===== config.mk =====
export PLATFORM = sky130hd
export DESIGN_NAME = adc_control_result_regs
export DESIGN_NICKNAME = d
export VERILOG_FILES = /design/src/rtl/adc_ctrl_pkg.sv /design/src/rtl/adc_control_result_regs.sv
export SDC_FILE = /design/constraint.sdc
export NUM_CORES = 1
export LEC_CHECK = 0
export BUFFER_PORTS_ARGS = -buffer_cell sky130_fd_sc_hd__buf_4
export CAP_MARGIN = 20
export CELL_PAD_IN_SITES_DETAIL_PLACEMENT = 1
export CELL_PAD_IN_SITES_GLOBAL_PLACEMENT = 2
export CORE_ASPECT_RATIO = 1.75
export CORE_MARGIN = 8
export CORE_UTILIZATION = 31
export DETAILED_ROUTE_END_ITERATION = 10
export HOLD_SLACK_MARGIN = 0.12
export PLACE_DENSITY_LB_ADDON = 0.2
export SLEW_MARGIN = 0
export SYNTH_ARGS = -nofsm -noshare
export SYNTH_HDL_FRONTEND = slang
export SYNTH_SLANG_ARGS = --single-unit

===== constraint.sdc =====
create_clock -name aclk -period 4.73 [get_ports aclk]
set_clock_uncertainty 0.15 [all_clocks]
set_input_delay 0 -clock aclk [delete_from_list [all_inputs] [get_ports aclk]]
set_output_delay 0 -clock aclk [all_outputs]
set_load 0.05 [all_outputs]

===== src/rtl/adc_ctrl_pkg.sv =====
// adc_ctrl_pkg: register map, field positions, reset values and encodings
// for the converter control and result register block.
// assumes a 32-bit axi4-lite register bus, one register per aligned word.
package adc_ctrl_pkg;

    // ------------------------------------------------------------------
    // register byte addresses
    // ------------------------------------------------------------------
    localparam logic [4:0] ADDR_RESULT_HIGH = 5'h00;
    localparam logic [4:0] ADDR_RESULT_LOW = 5'h04;
    localparam logic [4:0] ADDR_CTRL_FIRST = 5'h08;
    localparam logic [4:0] ADDR_CTRL_SECOND = 5'h0C;
    localparam logic [4:0] ADDR_PORT_SEL_LOW = 5'h10;
    localparam logic [4:0] ADDR_PORT_SEL_HIGH = 5'h14;
    localparam logic [4:0] ADDR_SYS_CFG = 5'h18;

    // ------------------------------------------------------------------
    // field positions
    // ------------------------------------------------------------------
    localparam int CF_START_BIT = 7;
    localparam int CF_PEND_BIT = 6;
    localparam int CF_PWRDN_BIT = 5;
    localparam int CS_BGEN_BIT = 6;
    localparam int CS_JUST_BIT = 5;
    localparam int CS_REF_LSB = 3;
    localparam int CS_CLK_LSB = 0;
    localparam int SC_LVRD_BIT = 0;

    // ------------------------------------------------------------------
    // reset values
    // ------------------------------------------------------------------
    localparam logic [7:0] CTRL_FIRST_RST = 8'h60;
    localparam logic [7:0] CTRL_SECOND_RST = 8'h00;
    localparam logic [7:0] PORT_SEL_RST = 8'h00;
    localparam logic [7:0] SECOND_MASK = 8'h7F;

    // ------------------------------------------------------------------
    // encodings
    // ------------------------------------------------------------------
    localparam logic [4:0] CH_DEMOD = 5'h08;
    localparam logic [1:0] REF_SUPPLY = 2'h0;
    localparam logic [1:0] REF_EXT_PIN = 2'h1;
    localparam logic [2:0] CLK_SUB = 3'h7;

    typedef enum logic [3:0] {
        SRC_EXT = 4'h1,
        SRC_DEMOD = 4'h2,
        SRC_OVERCUR = 4'h4,
        SRC_BANDGAP = 4'h8
    } source_t;

    typedef enum logic [3:0] {
        ST_OFF = 4'h1,
        ST_RESET = 4'h2,
        ST_CONVERT = 4'h4,
        ST_IDLE = 4'h8
    } conv_state_t;

    localparam logic [1:0] RESP_OKAY = 2'h0;
    localparam logic [1:0] RESP_SLVERR = 2'h2;

endpackage


===== src/rtl/adc_control_result_regs.sv =====
// adc_control_result_regs: control and result registers of one 12-bit
// converter, with conversion clock divider and analog routing selects.
// assumes the analog core reports done with a one-cycle pulse on aclk
// and a slow subsidiary clock that arrives asynchronously on a pin.
//
// Overview of operation
// - justify clear: result left-aligned, msb at high bit 7, low bits 3..0 zero
// - justify set: result right-aligned, msb at high bit 3, high 7..4 zero
// - result bits not carrying data always read zero
// - software pulses start high then low to request one conversion
// - start rising resets converter and sets pending flag; waits for fall
// - pending flag read-only, one while converting, zero after; resets to one
// - power-down bit zero powers converter on; resets to one
// - channel codes 0 to 7 route external analog inputs 0 to 7
// - code 8 routes demodulation amp, 9 to 15 overcurrent amp
// - top channel bit set routes bandgap regardless of lower bits
// - bandgap enable bit turns reference on; resets to zero
// - bandgap off when unused by converter and low-voltage functions off
// - reference code 00 supply, 01 external pin, 1x internal reference
// - clock codes 0..6 divide system clock by 1..64, code 7 slow clock
// - second control bit 7 reads zero; other fields reset zero
// - port select bit set makes pin analog and removes digital function
// - analog-selected pins lose their pull-high resistor
// - conversion end clears pending flag and raises interrupt request
// - reference code 01 gives the shared pin to the converter
//
// Decided for this implementation: the register offsets and the AXI4-Lite interface to the registers.
`timescale 1ns/100ps
`default_nettype none
module adc_control_result_regs
    import adc_ctrl_pkg::*;
(
    // clock, reset, enable
    input wire logic aclk,
    input wire logic aresetn,
    input wire logic clk_en,
    // axi4-lite slave
    input wire logic [4:0] s_axi_awaddr,
    input wire logic s_axi_awvalid,
    output logic s_axi_awready,
    input wire logic [31:0] s_axi_wdata,
    input wire logic [3:0] s_axi_wstrb,
    input wire logic s_axi_wvalid,
    output logic s_axi_wready,
    output logic [1:0] s_axi_bresp,
    output logic s_axi_bvalid,
    input wire logic s_axi_bready,
    input wire logic [4:0] s_axi_araddr,
    input wire logic s_axi_arvalid,
    output logic s_axi_arready,
    output logic [31:0] s_axi_rdata,
    output logic [1:0] s_axi_rresp,
    output logic s_axi_rvalid,
    input wire logic s_axi_rready,
    // analog core
    input wire logic conv_done,
    input wire logic [11:0] conv_result,
    input wire logic sub_clk_pin,
    output logic conv_clk,
    output logic conv_reset,
    output logic conv_run,
    output logic conv_power_on,
    output logic [3:0] source_sel,
    output logic [2:0] ext_channel,
    output logic [1:0] ref_sel,
    output logic bandgap_on,
    output logic ref_pin_analog,
    output logic conv_irq_req,
    // port a pin control
    output logic [15:0] pin_analog,
    output logic [15:0] pin_pullup_block
);

    // ------------------------------------------------------------------
    // register state
    // ------------------------------------------------------------------
    logic start_q, pend_q, pwrdn_q;
    logic [4:0] chan_q;
    logic [6:0] second_q;
    logic [15:0] port_sel_q;
    logic lvrd_q;
    logic [11:0] result_q;
    logic [3:0] st_q;
    logic aw_q, w_q;
    logic [4:0] awaddr_q;
    logic [31:0] wdata_q;
    logic [3:0] wstrb_q;

    function automatic logic [15:0] justify(input logic [11:0] r,
                                            input logic right);
        justify = right ? {4'h0, r} : {r, 4'h0};
    endfunction

    function automatic logic [7:0] merge(input logic [7:0] old,
                                         input logic [31:0] d,
                                         input logic [3:0] s);
        merge = s[0] ? d[7:0] : old;
    endfunction

    // ------------------------------------------------------------------
    // axi4-lite write path
    // ------------------------------------------------------------------
    // address and data may arrive in either order; each is latched once
    logic wr_fire, bad_wr;
    assign s_axi_awready = clk_en && !aw_q && !s_axi_bvalid;
    assign s_axi_wready = clk_en && !w_q && !s_axi_bvalid;
    assign wr_fire = clk_en && aw_q && w_q && !s_axi_bvalid;
    assign bad_wr = awaddr_q > ADDR_SYS_CFG || awaddr_q[1:0] != 2'h0;

    always_ff @(posedge aclk) begin
        if (!aresetn) begin
            aw_q <= 1'b0;
            w_q <= 1'b0;
            awaddr_q <= 5'h00;
            wdata_q <= 32'h0000_0000;
            wstrb_q <= 4'h0;
            s_axi_bvalid <= 1'b0;
            s_axi_bresp <= RESP_OKAY;
        end else if (clk_en) begin
            if (s_axi_awvalid && s_axi_awready) begin
                aw_q <= 1'b1;
                awaddr_q <= s_axi_awaddr;
            end
            if (s_axi_wvalid && s_axi_wready) begin
                w_q <= 1'b1;
                wdata_q <= s_axi_wdata;
                wstrb_q <= s_axi_wstrb;
            end
            if (wr_fire) begin
                aw_q <= 1'b0;
                w_q <= 1'b0;
                s_axi_bvalid <= 1'b1;
                s_axi_bresp <= bad_wr ? RESP_SLVERR : RESP_OKAY;
            end else if (s_axi_bvalid && s_axi_bready) begin
                s_axi_bvalid <= 1'b0;
            end
        end
    end

    logic wr_first, wr_second;
    logic [7:0] ctrl_first_wr, ctrl_second_wr;
    assign wr_first = wr_fire && awaddr_q == ADDR_CTRL_FIRST;
    assign wr_second = wr_fire && awaddr_q == ADDR_CTRL_SECOND;
    assign ctrl_first_wr = merge({start_q, pend_q, pwrdn_q, chan_q}, wdata_q,
                                 wstrb_q);
    assign ctrl_second_wr = merge({1'b0, second_q}, wdata_q, wstrb_q);

    // ------------------------------------------------------------------
    // control registers
    // ------------------------------------------------------------------
    always_ff @(posedge aclk) begin
        if (!aresetn) begin
            start_q <= CTRL_FIRST_RST[CF_START_BIT];
            pwrdn_q <= CTRL_FIRST_RST[CF_PWRDN_BIT];
            chan_q <= CTRL_FIRST_RST[4:0];
            second_q <= CTRL_SECOND_RST[6:0];
            port_sel_q <= {PORT_SEL_RST, PORT_SEL_RST};
            lvrd_q <= 1'b0;
        end else if (clk_en) begin
            if (wr_first) begin
                start_q <= ctrl_first_wr[CF_START_BIT];
                pwrdn_q <= ctrl_first_wr[CF_PWRDN_BIT];
                chan_q <= ctrl_first_wr[4:0];
            end
            if (wr_second) begin
                second_q <= ctrl_second_wr[6:0];
            end
            if (wr_fire && awaddr_q == ADDR_PORT_SEL_LOW) begin
                port_sel_q[7:0] <= merge(port_sel_q[7:0], wdata_q, wstrb_q);
            end
            if (wr_fire && awaddr_q == ADDR_PORT_SEL_HIGH) begin
                port_sel_q[15:8] <= merge(port_sel_q[15:8], wdata_q,
                                          wstrb_q);
            end
            if (wr_fire && awaddr_q == ADDR_SYS_CFG && wstrb_q[0]) begin
                lvrd_q <= wdata_q[SC_LVRD_BIT];
            end
        end
    end

    // ------------------------------------------------------------------
    // conversion sequencer
    // ------------------------------------------------------------------
    // the start bit is edge-detected from its own registered value, so a
    // single write toggling it is seen exactly once
    logic start_d1_q;
    conv_state_t st;
    assign st = conv_state_t'(st_q);

    always_ff @(posedge aclk) begin
        if (!aresetn) begin
            start_d1_q <= 1'b0;
            st_q <= ST_IDLE;
            pend_q <= CTRL_FIRST_RST[CF_PEND_BIT];
            conv_irq_req <= 1'b0;
        end else if (clk_en) begin
            start_d1_q <= start_q;
            conv_irq_req <= 1'b0;
            // rising start resets and flags pending
            if (start_q && !start_d1_q) begin
                st_q <= ST_RESET;
                pend_q <= 1'b1;
            end else begin
                case (st)
                    ST_RESET: if (!start_q) begin
                        st_q <= ST_CONVERT;
                    end
                    ST_CONVERT: if (conv_done) begin
                        st_q <= ST_IDLE;
                        pend_q <= 1'b0;
                        conv_irq_req <= 1'b1;
                    end
                    ST_IDLE, ST_OFF: st_q <= st_q;
                    default: st_q <= ST_IDLE;
                endcase
            end
        end
    end

    // result captured whole at conversion end
    always_ff @(posedge aclk) begin
        if (!aresetn) begin
            result_q <= 12'h000;
        end else if (clk_en && st == ST_CONVERT && conv_done) begin
            result_q <= conv_result;
        end
    end

    assign conv_reset = st == ST_RESET;
    assign conv_run = st == ST_CONVERT;
    assign conv_power_on = !pwrdn_q;

    // ------------------------------------------------------------------
    // conversion clock divider
    // ------------------------------------------------------------------
    // slow clock is sampled, so it is only usable when well below aclk
    logic sub_s1_q, sub_s2_q;
    logic [5:0] div_q;
    logic [6:0] div_all;
    logic [2:0] ck_sel;
    assign ck_sel = second_q[CS_CLK_LSB +: 3];
    assign div_all = {div_q, aclk};

    always_ff @(posedge aclk) begin
        if (!aresetn) begin
            sub_s1_q <= 1'b0;
            sub_s2_q <= 1'b0;
            div_q <= 6'h00;
        end else if (clk_en) begin
            sub_s1_q <= sub_clk_pin;
            sub_s2_q <= sub_s1_q;
            div_q <= div_q + 6'h01;
        end
    end

    // divide by 1..64 or slow clock
    always_comb begin
        if (ck_sel == CLK_SUB) begin
            conv_clk = sub_s2_q;
        end else if (ck_sel == 3'h0) begin
            conv_clk = aclk;
        end else begin
            conv_clk = div_all[ck_sel];
        end
    end

    // ------------------------------------------------------------------
    // analog routing
    // ------------------------------------------------------------------
    always_comb begin
        ext_channel = chan_q[2:0];
        if (chan_q[4]) begin
            source_sel = SRC_BANDGAP;
        end else if (!chan_q[3]) begin
            source_sel = SRC_EXT;
        end else if (chan_q == CH_DEMOD) begin
            source_sel = SRC_DEMOD;
        end else begin
            source_sel = SRC_OVERCUR;
        end
    end

    assign ref_sel = second_q[CS_REF_LSB +: 2];
    assign ref_pin_analog = ref_sel == REF_EXT_PIN;
    assign bandgap_on = (second_q[CS_BGEN_BIT] && !pwrdn_q) || lvrd_q;
    assign pin_analog = port_sel_q;
    assign pin_pullup_block = port_sel_q;

    // ------------------------------------------------------------------
    // axi4-lite read path
    // ------------------------------------------------------------------
    logic [15:0] res_j;
    logic [7:0] rd_byte;
    logic rd_bad;
    assign res_j = justify(result_q, second_q[CS_JUST_BIT]);
    assign s_axi_arready = clk_en && !s_axi_rvalid;

    always_comb begin
        rd_bad = 1'b0;
        case (s_axi_araddr)
            ADDR_RESULT_HIGH: rd_byte = res_j[15:8];
            ADDR_RESULT_LOW: rd_byte = res_j[7:0];
            ADDR_CTRL_FIRST: rd_byte = {start_q, pend_q, pwrdn_q, chan_q};
            ADDR_CTRL_SECOND: rd_byte = {1'b0, second_q} & SECOND_MASK;
            ADDR_PORT_SEL_LOW: rd_byte = port_sel_q[7:0];
            ADDR_PORT_SEL_HIGH: rd_byte = port_sel_q[15:8];
            ADDR_SYS_CFG: rd_byte = {7'h00, lvrd_q};
            default: begin
                rd_byte = 8'h00;
                rd_bad = 1'b1;
            end
        endcase
    end

    always_ff @(posedge aclk) begin
        if (!aresetn) begin
            s_axi_rvalid <= 1'b0;
            s_axi_rdata <= 32'h0000_0000;
            s_axi_rresp <= RESP_OKAY;
        end else if (clk_en) begin
            if (s_axi_arvalid && s_axi_arready) begin
                s_axi_rvalid <= 1'b1;
                s_axi_rdata <= {24'h00_0000, rd_byte};
                s_axi_rresp <= rd_bad ? RESP_SLVERR : RESP_OKAY;
            end else if (s_axi_rvalid && s_axi_rready) begin
                s_axi_rvalid <= 1'b0;
            end
        end
    end
endmodule
`default_nettype wire


==> impl_metrics.env, run 1 <==
export IMPL_area_growth_pct=44.84
export IMPL_post_cts_buffers=0
export IMPL_dieArea_um2=18420
export IMPL_worst_slack_ns=1.051
export IMPL_antenna_left=0
export IMPL_rows=57
export IMPL_hpwl_mm=9.846
export IMPL_io_buffers=103
export IMPL_critical_path_peak_fanout=2
export IMPL_coreArea_um2=13910
export IMPL_num_antenna_cells=0
export IMPL_drc=0
export IMPL_r2r_end="s_axi_rdata[0]"
export IMPL_grtUsageTotal=0.1511
export IMPL_antenna_found_initial=0
export IMPL_register_area_um2=1702
export IMPL_worstMarginPinSlew_ns=1.057
export IMPL_place_ws_ns=1.351
export IMPL_drtPass1Iterations=4
export IMPL_crit_buf_inv=3
export IMPL_post_drt_via_cell_ratio=4.690
export IMPL_timing_rr_start="s_axi_rvalid"
export IMPL_synth_most_common_cell="nand2_1"
export IMPL_initial_core_util=0.3166
export IMPL_clk_pin_slew_ns=0.06
export IMPL_grt_overflow_total=0
export IMPL_dp_cells=723
export IMPL_ctsHoldBuffers=102
export IMPL_worstSetupStartpointType="clock port"
export IMPL_synth_main_ff_cell="dfxtp_1"
export IMPL_crit_type="clk2out"
export IMPL_dpl_instance_area_um2=5007
export IMPL_syn_inst=494
export IMPL_yosysTopAreaCell="dfxtp_1"
export IMPL_min_to="s_axi_rdata[4]"
export IMPL_ys_types=56
export IMPL_fin_nets=731
export IMPL_cpMostUsedCell="clkbuf_16"
export IMPL_chipWidth_um=106.1
export IMPL_drt_first_iter_violations=98
export IMPL_hp_start="s_axi_arvalid"
export IMPL_drt_wl_total_mm=13.77
export IMPL_hold_violations=0
export IMPL_num_io_pins=157
export IMPL_seq_area_frac_synth=0.3865
export IMPL_drive_above_1_share=0.2012
export IMPL_peakVddDrop_v=0.0001671
export IMPL_cp_arrival_ns=3.53
export IMPL_grt_pass1_wl_mm=22.28
export IMPL_postSynthAreaPerCell_um2=8.913
export IMPL_routedWlPerCell_um=16.33
export IMPL_gp_congestion=0.8159
export IMPL_grt_setup_unrepaired="no"
export IMPL_ys_warn_count=0
export IMPL_setup_violations=0
export IMPL_cts_tree="yes"
export IMPL_reg2reg_slack_ns=1.62
export IMPL_finalInstanceArea_um2=6377
export IMPL_multi_input_area_um2=2292
export IMPL_critPathMaxStageDelay_ns=0.43
export IMPL_cts_resized=0
export IMPL_crit_required_ns=4.58
export IMPL_die_h_um=173.7
export IMPL_fin_util=0.4586
export IMPL_p_per_area_nw_per_um2=282.6
export IMPL_nFillCells=1626
export IMPL_final_max_slew_viol_count=0
export IMPL_synth_common_cells="nand2_1, dfxtp_1, mux2i_1"
export IMPL_synth_seq_cells=85
export IMPL_synth_edf_count=0
export IMPL_final_cells=843
export IMPL_max_slew_margin=0.2938
export IMPL_vias=3954
export IMPL_cap_violations=0
export IMPL_netlist_area_leader_share=0.3865
export IMPL_netlist_area_um2=4403
export IMPL_end_kind="primary output"
export IMPL_synth_area_leaders="dfxtp_1, mux2i_1, buf_4"
export IMPL_hp_class="in2reg"
export IMPL_grt_pass1_vias=4363
export IMPL_status="completed"
export IMPL_clk_insertion_delay_late_ns=0.45
export IMPL_holdPathStages=4
export IMPL_power_leakage_nw=2.631
export IMPL_crit_chain="clkbuf_16 -> clkbuf_16 -> mux4_2 -> mux2_2 -> buf_4"
export IMPL_crit_family="multiplexers"
export IMPL_async_flop_share=0
export IMPL_grt_max_degree=94
export IMPL_tns_ns=0
export IMPL_cp_slowest_cell="mux4_2"
export IMPL_reg2reg_depth=6
==> through the flow <==
step,total power [mW],hold slack [ns]
2_1_floorplan,0.9363,-0.01120
3_3_place_gp,0.9791,0.1062
3_5_place_dp,0.9820,0.1225
4_1_cts,1.827,0.2390
5_1_grt,1.868,0.2956
6_report,1.802,0.2130
==> per-layer routing <==
layer,GRT usage,wire length (um)
met5,0,0
met3,0.03649,513
met2,0.2805,7472
met4,0.05959,198
met1,0.1559,5585
==> tightest hold or removal path, stage by stage <==
cell and delay [ns]:
buf_4 0.11, nand3b_1 0.47, nand3_1 0.13, o21ai_0 0.06
==> how the worst max path moves through the flow <==
stage | slack (ns) | cells past startpoint | start | to
5_1_grt | 1.03 | 5 | aclk | conv_clk
4_1_cts | 1.03 | 5 | aclk | conv_clk
3_3_place_gp | 1.35 | 3 | aclk | conv_clk
2_1_floorplan | 1.40 | 2 | aclk | conv_clk
6_report | 1.05 | 5 | aclk | conv_clk
3_5_place_dp | 1.35 | 3 | aclk | conv_clk
==> registers in the layout, summed over array words and instances, names as in the netlist, 3 cells and up <==
| name | cells |
|---|---|
| awaddr_q | 5 |
| chan_q | 5 |
| div_q | 6 |
| pin_analog | 16 |
| result_q | 12 |
| s_axi_rdata | 8 |
| second_q | 7 |
| st | 3 |
| wdata_q | 8 |
==> cells in the final DEF, fill, tap and decap left out, types with 8 or more instances in the layout <==
master | synthesis | final
conb_1 | 1 | 26
a21boi_0 | 24 | 24
nor2b_1 | 31 | 31
dlygate4sd3_1 | 0 | 102
nor2_1 | 14 | 14
buf_4 | 50 | 103
mux2i_1 | 59 | 59
o21ai_0 | 9 | 9
nand3_1 | 9 | 9
nand2_1 | 88 | 88
dfxtp_1 | 85 | 85
clkbuf_16 | 0 | 12
and2_1 | 8 | 8
==> power by group <==
group	switching [mW]	internal (mW)	total, mW
clock	0.360	0.491	0.851
combinational	0.121	0.0928	0.213
sequential	0.0113	0.727	0.738
total	0.492	1.31	1.80
==> logic make-up (layout without fill, tap and decap cells) <==
| kind of cell | after synthesis | after routing | synth area share |
|---|---|---|---|
| AOI/OAI and AO/OA | 65 | 65 | 0.1029 |
| xor gates and xnor gates | 4 | 4 | 0.007958 |
| adders and majority gates | 1 | 1 | 0.002841 |
| buffers and inverters | 81 | 228 | 0.1142 |
| DFF | 85 | 85 | 0.3865 |
| muxes | 63 | 63 | 0.1495 |
| other | 1 | 26 | 0.0008517 |
| and+or+nand+nor | 194 | 194 | 0.2353 |
==> layout make-up <==
cell class,count,share of cell area
clock buffer,13,0.04826
clock inverter,6,0.007652
inverter,5,0.002943
multi-input combinational,353,0.3594
sequential,85,0.2668
tap,177,0.03473
timing repair buffer,204,0.2802
No activity file was read; power rests on OpenSTA's default activity.
==> inputs of run 2 (changes only) <==
CORE_UTILIZATION = 29   (was 31)
clock period = 3.8 ns   (was 4.73 ns; I/O delays follow)
==> run 2 against run 1 <==
Compared with the run above: cell count increased by 2.1%; non-clock buffer count increased by 11; flip-flop and latch count unchanged; count of clock-buffer cells in the layout is 5 higher; via count rose by 1.4%; core utilization fell by 1.9 points; setup slack got worse by 0.48 ns; sequential power up 25%; worst hold slack gained 0.11 ns; power increased by 28%; die area rose by 6.0%; register-to-register slack lost 0.88 ns; critical path type unchanged; largest power group unchanged; highest routed layer unchanged.
==> impl_metrics.env, run 2 (synthesis gave the netlist of run 1 again) <==
export IMPL_antenna_found_initial=0
export IMPL_drtPass1Iterations=4
export IMPL_largest_reg_flops=16
export IMPL_grt_max_degree=94
export IMPL_crit_family="multiplexers"
export IMPL_area_growth_pct=47.97
export IMPL_power_mw=2.307
export IMPL_crit_buf_inv=3
export IMPL_routedWlPerCell_um=16.68
export IMPL_cp_arrival_ns=3.08
export IMPL_cts_tree="yes"
export IMPL_fin_nets=742
export IMPL_num_io_pins=157
export IMPL_antenna_left=0
export IMPL_chipWidth_um=109.1
export IMPL_grt_pass1_wl_mm=23.20
export IMPL_dp_cells=731
export IMPL_num_antenna_cells=0
export IMPL_clk_insertion_delay_late_ns=0.45
export IMPL_clk_pin_slew_ns=0.06
export IMPL_worstSetupStartpointType="clock port"
export IMPL_crit_required_ns=3.65
export IMPL_post_cts_buffers=0
export IMPL_vias=4010
export IMPL_cp_slowest_cell="mux4_2"
export IMPL_p_per_area_nw_per_um2=354.1
export IMPL_hold_violations=0
export IMPL_rows=59
export IMPL_worstMarginPinSlew_ns=0.8256
export IMPL_initial_core_util=0.2967
export IMPL_grt_setup_unrepaired="no"
export IMPL_dieArea_um2=19540
export IMPL_cap_violations=0
export IMPL_crit_type="clk2out"
export IMPL_max_slew_margin=0.4496
export IMPL_whs_ns=0.3255
export IMPL_final_common_cell="dlygate4sd3_1"
export IMPL_grt_overflow_total=0
export IMPL_finalInstanceArea_um2=6515
export IMPL_grt_pass1_vias=4485
export IMPL_hpwl_mm=10.17
export IMPL_final_cells=861
export IMPL_grtUsageTotal=0.1534
export IMPL_gp_congestion=0.8152
export IMPL_drt_first_iter_violations=103
export IMPL_dpl_instance_area_um2=5030
export IMPL_tns_ns=0
export IMPL_io_buffers=103
export IMPL_end_kind="primary output"
export IMPL_critPathMaxStageDelay_ns=0.44
export IMPL_setup_violations=0
export IMPL_drive_above_1_share=0.2006
export IMPL_nFillCells=1694
export IMPL_status="completed"
export IMPL_layout_common_cells="dlygate4sd3_1, buf_4, nand2_1"
export IMPL_crit_chain="clkbuf_16 -> clkbuf_16 -> mux4_2 -> mux2_2 -> buf_4"
export IMPL_drc=0
export IMPL_die_h_um=179
export IMPL_coreArea_um2=14840
export IMPL_final_max_slew_viol_count=0
export IMPL_post_drt_via_cell_ratio=4.657
export IMPL_drt_wl_total_mm=14.36
export IMPL_cpMostUsedCell="clkbuf_16"
export IMPL_hp_class="reg2reg"
export IMPL_power_leakage_nw=2.681
export IMPL_critical_path_peak_fanout=2
export IMPL_peakVddDrop_v=0.0001894
==> run 2: cell count changes in the layout (fill, tap and decap cells not counted) <==
cell	before	now
clkbuf_1	0	1
clkbuf_8	0	4
buf_4	103	105
clkinv_4	1	0
clkinvlp_4	3	2
inv_6	2	0
dlygate4sd3_1	102	111
==> run 2: layout make-up <==
| class | count | area, um^2 | share of cell area |
|---|---|---|---|
| clock buffer | 18 | 366.6 | 0.05627 |
| clock inverter | 2 | 15.01 | 0.002305 |
| inverter | 5 | 18.77 | 0.002881 |
| multi-input combinational | 353 | 2292 | 0.3518 |
| sequential | 85 | 1702 | 0.2612 |
| tap | 183 | 229.0 | 0.03515 |
| timing repair buffer | 215 | 1892 | 0.2904 |
==> run 2: through the flow <==
stage                       util  setup slack, ns
final                     0.4391           0.5718
after global routing      0.4391           0.5531
after CTS                 0.4391           0.5436
after detailed placement  0.3390           0.8857
after global placement    0.3390           0.8857
after floorplan                -           0.9384
==> run 2: worst paths after layout <==
check	from	cells after the start	slack, ns	to
worst max-delay path	aclk	5	0.57	conv_clk
worst min-delay path	s_axi_rdata[3]	2	0.33	s_axi_rdata[3]
worst max register to register	s_axi_rvalid	7	0.74	s_axi_rdata[0]
worst min register to register	s_axi_rdata[3]	2	0.33	s_axi_rdata[3]
==> run 2: metal layers <==
| metal | wire length, um | track usage |
|---|---|---|
| met5 | 0 | 0 |
| met4 | 341 | 0.07286 |
| met3 | 577 | 0.03240 |
| met2 | 7844 | 0.2793 |
| met1 | 5598 | 0.1612 |
==> run 2: timing repair <==
| item | 4_1_cts | 5_1_grt |
|---|---|---|
| hold buffers | 111 | 0 |
| setup endpoints to repair | 0 | 0 |
| endpoints found under the hold margin | 85 | 0 |
| resized for setup | 0 | 0 |
==> run 2: where the power goes <==
part,internal (mW),switching [mW]
sequential,0.905,0.0150
clock,0.682,0.434
combinational,0.119,0.152
total,1.71,0.601
==> run 2: worst reg2reg max path, cell delays in order, from the launching register on <==
cell and delay, ns:
dfxtp_1 0.33, nand3b_1 0.36, buf_4 0.29, nor4_4 0.21, dlygate4sd3_1 0.79, o21ai_0 0.15, a31oi_1 0.18, dlygate4sd3_1 0.55
